$ cat src/pll_cfg_pkg.sv
// Constants and types for the clock conditioning configuration shifter
package pll_cfg_pkg;

  localparam int CONFIG_WIDTH = 81;
  localparam int COUNT_WIDTH = 7;
  localparam logic [COUNT_WIDTH-1:0] FRAME_BITS = 7'h51;

  // Bit positions of selected fields in the raw configuration vector
  localparam int RESET_ENABLE_BIT = 80;
  localparam int OUT_A_DYN_BIT = 77;
  localparam int OSC_RANGE_LSB = 74;
  localparam int OUT_A_STATIC_BIT = 71;
  localparam int OUT_C_DELAY_LSB = 66;
  localparam int GLOBAL_A_DELAY_LSB = 46;
  localparam int EXTRA_DELAY_BIT = 45;
  localparam int FB_DELAY_LSB = 40;
  localparam int FB_SOURCE_LSB = 38;
  localparam int OUT_C_ROUTE_LSB = 35;
  localparam int OUT_A_DIV_LSB = 14;
  localparam int FB_DIV_LSB = 7;
  localparam int IN_DIV_LSB = 0;

  // Register port map
  localparam int REG_ADDR_WIDTH = 4;
  localparam logic [REG_ADDR_WIDTH-1:0] CTRL_ADDR = 4'h0;
  localparam logic [REG_ADDR_WIDTH-1:0] STATUS_ADDR = 4'h4;
  localparam int CTRL_DYN_BIT = 0;
  localparam int STATUS_PENDING_BIT = 8;
  localparam int STATUS_FULL_BIT = 9;

  localparam logic [CONFIG_WIDTH-1:0] CONFIG_RESET = 81'h0;
  localparam logic [31:0] RDATA_RESET = 32'h0;

  typedef struct packed {
    logic reset_enable;
    logic out_c_dynamic_select;
    logic out_b_dynamic_select;
    logic out_a_dynamic_select;
    logic [2:0] oscillator_range_select;
    logic out_c_static_select;
    logic out_b_static_select;
    logic out_a_static_select;
    logic [4:0] out_c_delay;
    logic [4:0] out_b_delay;
    logic [4:0] global_c_delay;
    logic [4:0] global_b_delay;
    logic [4:0] global_a_delay;
    logic extra_delay_select;
    logic [4:0] feedback_delay;
    logic [1:0] feedback_source_select;
    logic [2:0] out_c_route_select;
    logic [2:0] out_b_route_select;
    logic [2:0] out_a_route_select;
    logic [4:0] out_c_divider;
    logic [4:0] out_b_divider;
    logic [4:0] out_a_divider;
    logic [6:0] feedback_divider;
    logic [6:0] input_divider;
  } ccc_config_type;

  typedef struct packed {
    logic [REG_ADDR_WIDTH-1:0] addr;
    logic [31:0] wdata;
    logic wr;
    logic rd;
  } reg_req_type;

endpackage

$ cat src/pll_dynamic_config_shifter.sv
// Dynamic configuration shift register and active image for the clock conditioning block
//
// Operation
// Config from shifted register or static switches
// All 81 bits fully set block behaviour
// Decode reset enable, selects, oscillator range
// Decode delay fields and feedback source
// Decode route selects and divider fields
// Shift register reachable from fabric serial stream
// Reload at run time, no reprogramming
// Outside logic supplies data and controls shifting
// Tile gives two-way JTAG access always
// Shift 81 bits then pulse update
// Active image changes only on update
`timescale 1ns/10ps
module pll_dynamic_config_shifter (
  input wire logic clk,
  input wire logic srst,
  input wire logic ce,
  input wire logic shift_en,
  input wire logic shift_data_in,
  input wire logic update,
  output logic shift_data_out,
  input wire logic [pll_cfg_pkg::CONFIG_WIDTH-1:0] static_config,
  input wire pll_cfg_pkg::reg_req_type reg_req,
  output logic [31:0] reg_rdata,
  output pll_cfg_pkg::ccc_config_type ccc_config
);

  logic [pll_cfg_pkg::CONFIG_WIDTH-1:0] shadow_q;
  logic [pll_cfg_pkg::CONFIG_WIDTH-1:0] active_q;
  logic [pll_cfg_pkg::CONFIG_WIDTH-1:0] selected_d;
  logic [pll_cfg_pkg::CONFIG_WIDTH-1:0] config_q;
  logic [pll_cfg_pkg::COUNT_WIDTH-1:0] count_q;
  logic pending_q;
  logic use_dynamic_q;
  logic [31:0] status_word;

  // Serial shift path
  // First bit shifted ends at the top of the vector
  always_ff @(posedge clk) begin
    if (srst) begin
      shadow_q <= pll_cfg_pkg::CONFIG_RESET;
    end else if (ce && shift_en) begin
      shadow_q <= {shadow_q[pll_cfg_pkg::CONFIG_WIDTH-2:0], shift_data_in};
    end
  end

  // Return path always driven
  // Gives the tile's readback whether or not a shift is running
  assign shift_data_out = shadow_q[pll_cfg_pkg::CONFIG_WIDTH-1];

  // Update-only transfer
  // Relies on outside update
  always_ff @(posedge clk) begin
    if (srst) begin
      active_q <= pll_cfg_pkg::CONFIG_RESET;
    end else if (ce && update) begin
      active_q <= shadow_q;
    end
  end

  // Frame bit counter
  // Saturates so an overlong stream still reads as a full frame
  always_ff @(posedge clk) begin
    if (srst) begin
      count_q <= '0;
    end else if (ce) begin
      if (update) begin
        count_q <= '0;
      end else if (shift_en && count_q != pll_cfg_pkg::FRAME_BITS) begin
        count_q <= count_q + 7'h01;
      end
    end
  end

  // Pending means shifted data not yet transferred; a shift in the
  // update cycle moves a fresh bit after the copy, so set wins
  always_ff @(posedge clk) begin
    if (srst) begin
      pending_q <= 1'b0;
    end else if (ce) begin
      if (shift_en) begin
        pending_q <= 1'b1;
      end else if (update) begin
        pending_q <= 1'b0;
      end
    end
  end

  // Run-time mode control
  always_ff @(posedge clk) begin
    if (srst) begin
      use_dynamic_q <= 1'b0;
    end else if (ce && reg_req.wr && reg_req.addr == pll_cfg_pkg::CTRL_ADDR) begin
      use_dynamic_q <= reg_req.wdata[pll_cfg_pkg::CTRL_DYN_BIT];
    end
  end

  always_comb begin
    status_word = '0;
    status_word[pll_cfg_pkg::COUNT_WIDTH-1:0] = count_q;
    status_word[pll_cfg_pkg::STATUS_PENDING_BIT] = pending_q;
    status_word[pll_cfg_pkg::STATUS_FULL_BIT] = (count_q == pll_cfg_pkg::FRAME_BITS);
  end

  // Unmapped addresses read zero; data stand only the cycle after the strobe
  always_ff @(posedge clk) begin
    if (srst) begin
      reg_rdata <= pll_cfg_pkg::RDATA_RESET;
    end else if (ce) begin
      if (reg_req.rd && reg_req.addr == pll_cfg_pkg::CTRL_ADDR) begin
        reg_rdata <= {31'h0, use_dynamic_q};
      end else if (reg_req.rd && reg_req.addr == pll_cfg_pkg::STATUS_ADDR) begin
        reg_rdata <= status_word;
      end else begin
        reg_rdata <= pll_cfg_pkg::RDATA_RESET;
      end
    end
  end

  // Source select
  assign selected_d = use_dynamic_q ? active_q : static_config;

  // Whole vector drives block
  // Registered so a source switch never glitches the clock settings
  always_ff @(posedge clk) begin
    if (srst) begin
      config_q <= pll_cfg_pkg::CONFIG_RESET;
    end else if (ce) begin
      config_q <= selected_d;
    end
  end

  // Field decode
  assign ccc_config = pll_cfg_pkg::ccc_config_type'(config_q);

  // Active image hold
  property p_active_hold;
    @(posedge clk) disable iff (srst)
      !(ce && update) |=> $stable(active_q);
  endproperty
  a_active_hold: assert property (p_active_hold) else $error("active image moved without update");

  property p_update_copy;
    @(posedge clk) disable iff (srst)
      ce && update |=> active_q == $past(shadow_q);
  endproperty
  a_update_copy: assert property (p_update_copy) else $error("update did not copy shadow");

  property p_shift_step;
    @(posedge clk) disable iff (srst)
      ce && shift_en |=> shadow_q[0] == $past(shift_data_in)
        && shift_data_out == $past(shadow_q[pll_cfg_pkg::CONFIG_WIDTH-2]);
  endproperty
  a_shift_step: assert property (p_shift_step) else $error("shift step wrong");

  property p_source_select;
    @(posedge clk) disable iff (srst)
      ce ##1 !srst |-> config_q == ($past(use_dynamic_q) ? $past(active_q) : $past(static_config));
  endproperty
  a_source_select: assert property (p_source_select) else $error("wrong config source");

  property p_ctrl_write;
    @(posedge clk) disable iff (srst)
      ce && reg_req.wr && reg_req.addr == pll_cfg_pkg::CTRL_ADDR
        |=> use_dynamic_q == $past(reg_req.wdata[pll_cfg_pkg::CTRL_DYN_BIT]);
  endproperty
  a_ctrl_write: assert property (p_ctrl_write) else $error("mode write lost");

  property p_decode_ctrl;
    @(posedge clk) disable iff (srst)
      ccc_config.reset_enable == config_q[pll_cfg_pkg::RESET_ENABLE_BIT]
        && ccc_config.out_a_dynamic_select == config_q[pll_cfg_pkg::OUT_A_DYN_BIT]
        && ccc_config.oscillator_range_select
          == config_q[pll_cfg_pkg::OSC_RANGE_LSB +: 3]
        && ccc_config.out_a_static_select == config_q[pll_cfg_pkg::OUT_A_STATIC_BIT];
  endproperty
  a_decode_ctrl: assert property (p_decode_ctrl) else $error("control field decode");

  property p_decode_delay;
    @(posedge clk) disable iff (srst)
      ccc_config.out_c_delay == config_q[pll_cfg_pkg::OUT_C_DELAY_LSB +: 5]
        && ccc_config.global_a_delay == config_q[pll_cfg_pkg::GLOBAL_A_DELAY_LSB +: 5]
        && ccc_config.extra_delay_select == config_q[pll_cfg_pkg::EXTRA_DELAY_BIT]
        && ccc_config.feedback_delay == config_q[pll_cfg_pkg::FB_DELAY_LSB +: 5]
        && ccc_config.feedback_source_select == config_q[pll_cfg_pkg::FB_SOURCE_LSB +: 2];
  endproperty
  a_decode_delay: assert property (p_decode_delay) else $error("delay field decode");

  property p_decode_div;
    @(posedge clk) disable iff (srst)
      ccc_config.out_c_route_select == config_q[pll_cfg_pkg::OUT_C_ROUTE_LSB +: 3]
        && ccc_config.out_a_divider == config_q[pll_cfg_pkg::OUT_A_DIV_LSB +: 5]
        && ccc_config.feedback_divider == config_q[pll_cfg_pkg::FB_DIV_LSB +: 7]
        && ccc_config.input_divider == config_q[pll_cfg_pkg::IN_DIV_LSB +: 7];
  endproperty
  a_decode_div: assert property (p_decode_div) else $error("divider field decode");

  property p_count_step;
    @(posedge clk) disable iff (srst)
      ce && shift_en && !update && count_q != pll_cfg_pkg::FRAME_BITS
        |=> count_q == $past(count_q) + 7'h01 && pending_q;
  endproperty
  a_count_step: assert property (p_count_step) else $error("bit count wrong");

  property p_static_path;
    @(posedge clk) disable iff (srst)
      ce && !use_dynamic_q |=> config_q == $past(static_config);
  endproperty
  a_static_path: assert property (p_static_path) else $error("static path broken");

  // Pending clears on update
  property p_pending_clear;
    @(posedge clk) disable iff (srst)
      ce && update && !shift_en |=> !pending_q && count_q == '0;
  endproperty
  a_pending_clear: assert property (p_pending_clear) else $error("pending not cleared");

  // Clock enable freezes state
  // Lets the fabric stall the loader without losing a half-shifted frame
  property p_freeze;
    @(posedge clk) disable iff (srst)
      !ce |=> $stable(shadow_q) && $stable(active_q) && $stable(count_q)
        && $stable(use_dynamic_q) && $stable(reg_rdata);
  endproperty
  a_freeze: assert property (p_freeze) else $error("state moved with enable low");

  // Read data stand one cycle
  property p_read_idle;
    @(posedge clk) disable iff (srst)
      ce && !reg_req.rd |=> reg_rdata == pll_cfg_pkg::RDATA_RESET;
  endproperty
  a_read_idle: assert property (p_read_idle) else $error("read data stood too long");

endmodule // pll_dynamic_config_shifter

$ cat config.mk
export PLATFORM = sky130hd
export DESIGN_NAME = pll_dynamic_config_shifter
export DESIGN_NICKNAME = d
export VERILOG_FILES = /design/src/pll_cfg_pkg.sv /design/src/pll_dynamic_config_shifter.sv
export SDC_FILE = /design/constraint.sdc
export NUM_CORES = 1
export LEC_CHECK = 0
export ABC_AREA = 1
export BUFFER_PORTS_ARGS = -buffer_cell sky130_fd_sc_hd__buf_2
export CAP_MARGIN = 20
export CORE_MARGIN = 2
export CORE_UTILIZATION = 58
export CTS_CLUSTER_DIAMETER = 120
export DETAILED_ROUTE_END_ITERATION = 12
export GPL_TIMING_DRIVEN = 0
export MAX_ROUTING_LAYER = met4
export PLACE_DENSITY = 0.82
export SYNTH_ARGS = -nofsm -noshare
export SYNTH_HDL_FRONTEND = slang
export SYNTH_SLANG_ARGS = --single-unit
$ cat constraint.sdc
create_clock -name clk -period 3.7 [get_ports clk]
set_input_delay 0.37 -clock clk [delete_from_list [all_inputs] [get_ports clk]]
set_output_delay 0.37 -clock clk [all_outputs]
set_load 0.005 [all_outputs]
==> metrics.txt <==
# TYPE chip_impl_metric gauge
chip_impl_info{name="outcome",value="completed"} 1
chip_impl_metric{name="cts_setup_buffers",unit=""} 0
chip_impl_metric{name="ctsResizeCount",unit=""} 0
chip_impl_metric{name="via_count_of_the_routed_design",unit=""} 9576
chip_impl_metric{name="drc_errors",unit=""} 0
chip_impl_info{name="hold_path_class",value="in2reg"} 1
chip_impl_metric{name="synth_warnings",unit=""} 0
chip_impl_metric{name="cts.reportedPaths.clkPinSlew",unit="ns"} 0.06
chip_impl_metric{name="area_of_the_core_region",unit="µm²"} 17400
chip_impl_metric{name="syn_area",unit="µm²"} 10400
chip_impl_metric{name="multi_input_area",unit="µm²"} 4220
chip_impl_info{name="dominant_combinational_cell_family_by_area_after_synthesis",value="simple AND/OR/NAND/NOR gates"} 1
chip_impl_info{name="worst-setup-path-type",value="reg2reg"} 1
chip_impl_metric{name="tritoncts_num_sinks",unit=""} 261
chip_impl_info{name="clock-root-buffer",value="sky130_fd_sc_hd__clkbuf_16"} 1
chip_impl_info{name="ys_dominant_reg_cell",value="sky130_fd_sc_hd__dfxtp_1"} 1
chip_impl_metric{name="cp.required",unit="ns"} 4.16
chip_impl_metric{name="design.final.nets",unit=""} 1749
chip_impl_info{name="tritoncts",value="yes"} 1
chip_impl_metric{name="synthDistinctLibCells",unit=""} 26
chip_impl_metric{name="layout-drive-gt1-share",unit="%"} 18.9
chip_impl_metric{name="timing_hold_violations_final",unit=""} 0
chip_impl_info{name="netlist_top_cells_area",value="sky130_fd_sc_hd__dfxtp_1 50%, sky130_fd_sc_hd__nor2_1 12%, sky130_fd_sc_hd__o21ai_0 8.5%, sky130_fd_sc_hd__nand2_1 7.1%, sky130_fd_sc_hd__o211ai_1 5.9%"} 1
chip_impl_metric{name="synth.top_cell.area_share",unit="%"} 50.5
chip_impl_info{name="critical_path.startpoint_type",value="flip-flop"} 1
chip_impl_metric{name="dr.first_iter.drc_count",unit=""} 581
chip_impl_metric{name="register_area",unit="µm²"} 5230
chip_impl_metric{name="critical_path_peak_fanout",unit=""} 10
chip_impl_metric{name="netlist_instances",unit=""} 1389
chip_impl_metric{name="finish.utilization",unit="%"} 72.9
chip_impl_metric{name="tritoncts.num_buffers",unit=""} 26
chip_impl_metric{name="number_of_slew_limit_violations_in_the_final_report",unit=""} 0
chip_impl_metric{name="clock_tree.buffer_depth",unit=""} 3
chip_impl_info{name="synth_largest_area_cell",value="sky130_fd_sc_hd__dfxtp_1"} 1
chip_impl_metric{name="period_needed",unit="ns"} 1.50
chip_impl_metric{name="globalRouteTotalUtil",unit="%"} 26.7
chip_impl_metric{name="async_reset_ff_share",unit="%"} 0
chip_impl_info{name="critPathMostFrequentCell",value="sky130_fd_sc_hd__buf_2"} 1
chip_impl_metric{name="pwr_density_cell",unit="nW/µm²"} 534
chip_impl_metric{name="grt_first_pass_wirelength",unit="mm"} 40.2
chip_impl_metric{name="overflow",unit=""} 0
chip_impl_metric{name="cts_hold_repair.buffers",unit=""} 0
chip_impl_metric{name="post_synth_xor_area_fraction",unit="%"} 0
chip_impl_metric{name="ir_drop",unit="µV"} 399
chip_impl_metric{name="detailedRoute.firstPassIterationCount",unit=""} 5
chip_impl_metric{name="detail_route.wirelength",unit="mm"} 25.0
chip_impl_metric{name="areaGrowthSynthToFinish",unit="%"} 22.1
chip_impl_metric{name="routabilityCongestion",unit=""} 0.877
chip_impl_metric{name="route.antenna.remaining_nets",unit=""} 0
chip_impl_metric{name="worst_margin_slew",unit="ns"} 0.619
chip_impl_metric{name="synth.area.mux_share",unit="%"} 0
chip_impl_metric{name="cap_viol_max_count",unit=""} 0
chip_impl_info{name="library_cell_contributing_the_largest_single_delay_on_the_critical_path",value="sky130_fd_sc_hd__buf_2"} 1
chip_impl_metric{name="worstPathArrival",unit="ns"} 1.95
chip_impl_metric{name="die_w",unit="µm"} 138
chip_impl_metric{name="syn_area_per_cell",unit="µm²"} 7.46
chip_impl_metric{name="setup_violations",unit=""} 0
chip_impl_metric{name="worst_skew_late_latency",unit="ns"} 0.52
chip_impl_metric{name="p_leak",unit="nW"} 6.10
chip_impl_metric{name="min_period_over_period",unit="%"} 40.5
chip_impl_info{name="critical_path_cell_list",value="buf_2 > buf_2 > nand2_1 > nand3_1 > o211ai_1 > inv_1"} 1
chip_impl_metric{name="number_of_enable_flip_flop_cells_after_synthesis",unit=""} 0
chip_impl_info{name="timing.critical_path.max_delay_family",value="buffers and inverters"} 1
chip_impl_metric{name="floorplan.die.height",unit="µm"} 138
chip_impl_metric{name="dp_hpwl",unit="mm"} 17.6
chip_impl_metric{name="maximum_number_of_pins_on_one_net_before_global_route_repair",unit=""} 16
chip_impl_metric{name="fp.dieArea",unit="µm²"} 18900
chip_impl_metric{name="rows",unit=""} 48
chip_impl_metric{name="yosys_register_bits",unit=""} 261
chip_impl_metric{name="post_synth_fa_ha_maj_area_fraction",unit="%"} 0.242
chip_impl_metric{name="placement.io_buffers",unit=""} 183
chip_impl_metric{name="synth-compound-area-share",unit="%"} 15.1
chip_impl_metric{name="route.detailed.vias_per_inst",unit=""} 5.13
chip_impl_metric{name="first_global_vias",unit=""} 8759
chip_impl_info{name="yosys-top-cells-count",value="339 x sky130_fd_sc_hd__nor2_1, 261 x sky130_fd_sc_hd__dfxtp_1, 196 x sky130_fd_sc_hd__nand2_1"} 1
chip_impl_metric{name="yosys.area_share.simple",unit="%"} 24.5
chip_impl_metric{name="slew_headroom",unit="%"} 58.6
chip_impl_metric{name="cts-htree-levels",unit=""} 1
chip_impl_metric{name="critical-path-max-stage-delay",unit="ns"} 0.36
chip_impl_info{name="post-synth-top-count-cell",value="sky130_fd_sc_hd__nor2_1"} 1
chip_impl_metric{name="worst_path_bufs_invs",unit=""} 3
chip_impl_metric{name="design.portCount",unit=""} 239
chip_impl_metric{name="synth-seq-area-share",unit="%"} 50.5
chip_impl_info{name="rsz0062_at_grt",value="false"} 1
chip_impl_metric{name="clock.fmax",unit="MHz"} 667
chip_impl_metric{name="initial_util",unit="%"} 59.7
chip_impl_metric{name="filler_cell_count",unit=""} 1399
chip_impl_metric{name="grt_antenna_before_repair",unit=""} 0
chip_impl_metric{name="timing.setup.tns",unit="ns"} 0
chip_impl_metric{name="wire_per_inst",unit="µm"} 13.4
chip_impl_metric{name="worst_clock_skew",unit="ns"} 0.00715
chip_impl_info{name="critical_path.endpoint_type",value="flip-flop"} 1
## placed cells by master (no fill, tap or decap), types with 3 or more instances in the layout
cell type,instances
sky130_fd_sc_hd__clkbuf_16,27
sky130_fd_sc_hd__buf_4,32
sky130_fd_sc_hd__o21ai_0,175
sky130_fd_sc_hd__o211ai_1,81
sky130_fd_sc_hd__conb_1,23
sky130_fd_sc_hd__a21oi_1,14
sky130_fd_sc_hd__dfxtp_1,261
sky130_fd_sc_hd__inv_2,3
sky130_fd_sc_hd__inv_1,91
sky130_fd_sc_hd__nand2_1,196
sky130_fd_sc_hd__clkbuf_8,5
sky130_fd_sc_hd__nand3_1,88
sky130_fd_sc_hd__clkbuf_1,50
sky130_fd_sc_hd__bufinv_16,7
sky130_fd_sc_hd__nand4_1,4
sky130_fd_sc_hd__buf_2,220
sky130_fd_sc_hd__buf_1,4
sky130_fd_sc_hd__clkinv_2,6
sky130_fd_sc_hd__nor2_1,339
## final cells by class
type / instances / area share (%)
diodes: 1 / 0.0198
flip-flops and latches: 261 / 41.3
clock inverters: 16 / 2.09
plain buffers: 125 / 5.09
inverters: 94 / 2.79
multi-input cells: 931 / 33.3
clock buffers: 32 / 5.89
repair buffers: 183 / 7.24
well taps: 225 / 2.23
## logic make-up after synthesis
family                   after synthesis
AND/OR/NAND/NOR                      634
adder cells (fa/ha/maj)                2
AO/OA/AOI/OAI                        272
buffers and inverters                219
other                                  1
flip-flops                           261
## registers in the layout, indices dropped and copies added, names as in the netlist
| register | flops |
|---|---|
| shadow_q | 81 |
| count_q | 7 |
| pending_q | 1 |
| ccc_config | 81 |
| active_q | 81 |
| reg_rdata | 9 |
| use_dynamic_q | 1 |
## per-layer routing
layer | GRT usage (%) | up-vias | part of all wire, %
li1 | - | 4907 | -
met1 | 34.2 | 4384 | 46
met2 | 44.6 | 253 | 47
met3 | 3.57 | 32 | 5.7
met4 | 6.82 | 0 | 1.7
met5 | - | - | 0
## stage by stage
| stage | area [µm²] | std cells | setup slack [ns] | total power [mW] | hold slack [ns] |
|---|---|---|---|---|---|
| after floorplan | 10400 | 1411 | 2.46 | 3.54 | 0.435 |
| after global placement | 11600 | 1819 | 1.83 | 3.75 | 0.455 |
| after detailed placement | 11600 | 1819 | 1.80 | 3.78 | 0.458 |
| after CTS | 12600 | 1867 | 2.23 | 6.77 | 0.0786 |
| after global routing | 12600 | 1867 | 2.07 | 7.00 | 0.0794 |
| final | 12600 | 1868 | 2.20 | 6.75 | 0.0853 |
## final timing paths
kind,start,end,slack (ns),cells past startpoint
worst max register to register,use_dynamic_q,ccc_config[32],2.20,6
worst min-delay path,reg_req[2],use_dynamic_q,0.09,3
worst max-delay path,use_dynamic_q,ccc_config[32],2.20,6
worst min register to register,pending_q,pending_q,0.47,2
## worst min-delay path, stage by stage
cell,delay [ns]
sky130_fd_sc_hd__buf_2,0.07
sky130_fd_sc_hd__nor3_1,0.04
sky130_fd_sc_hd__nor2_1,0.08
## power by group
group / internal, mW / switching, mW / leakage, nW
Sequential: 2.99 / 0.103 / 2.15
Clock: 1.92 / 1.11 / 0.496
Combinational: 0.266 / 0.363 / 3.45
No activity file was read; power rests on OpenSTA's default activity.
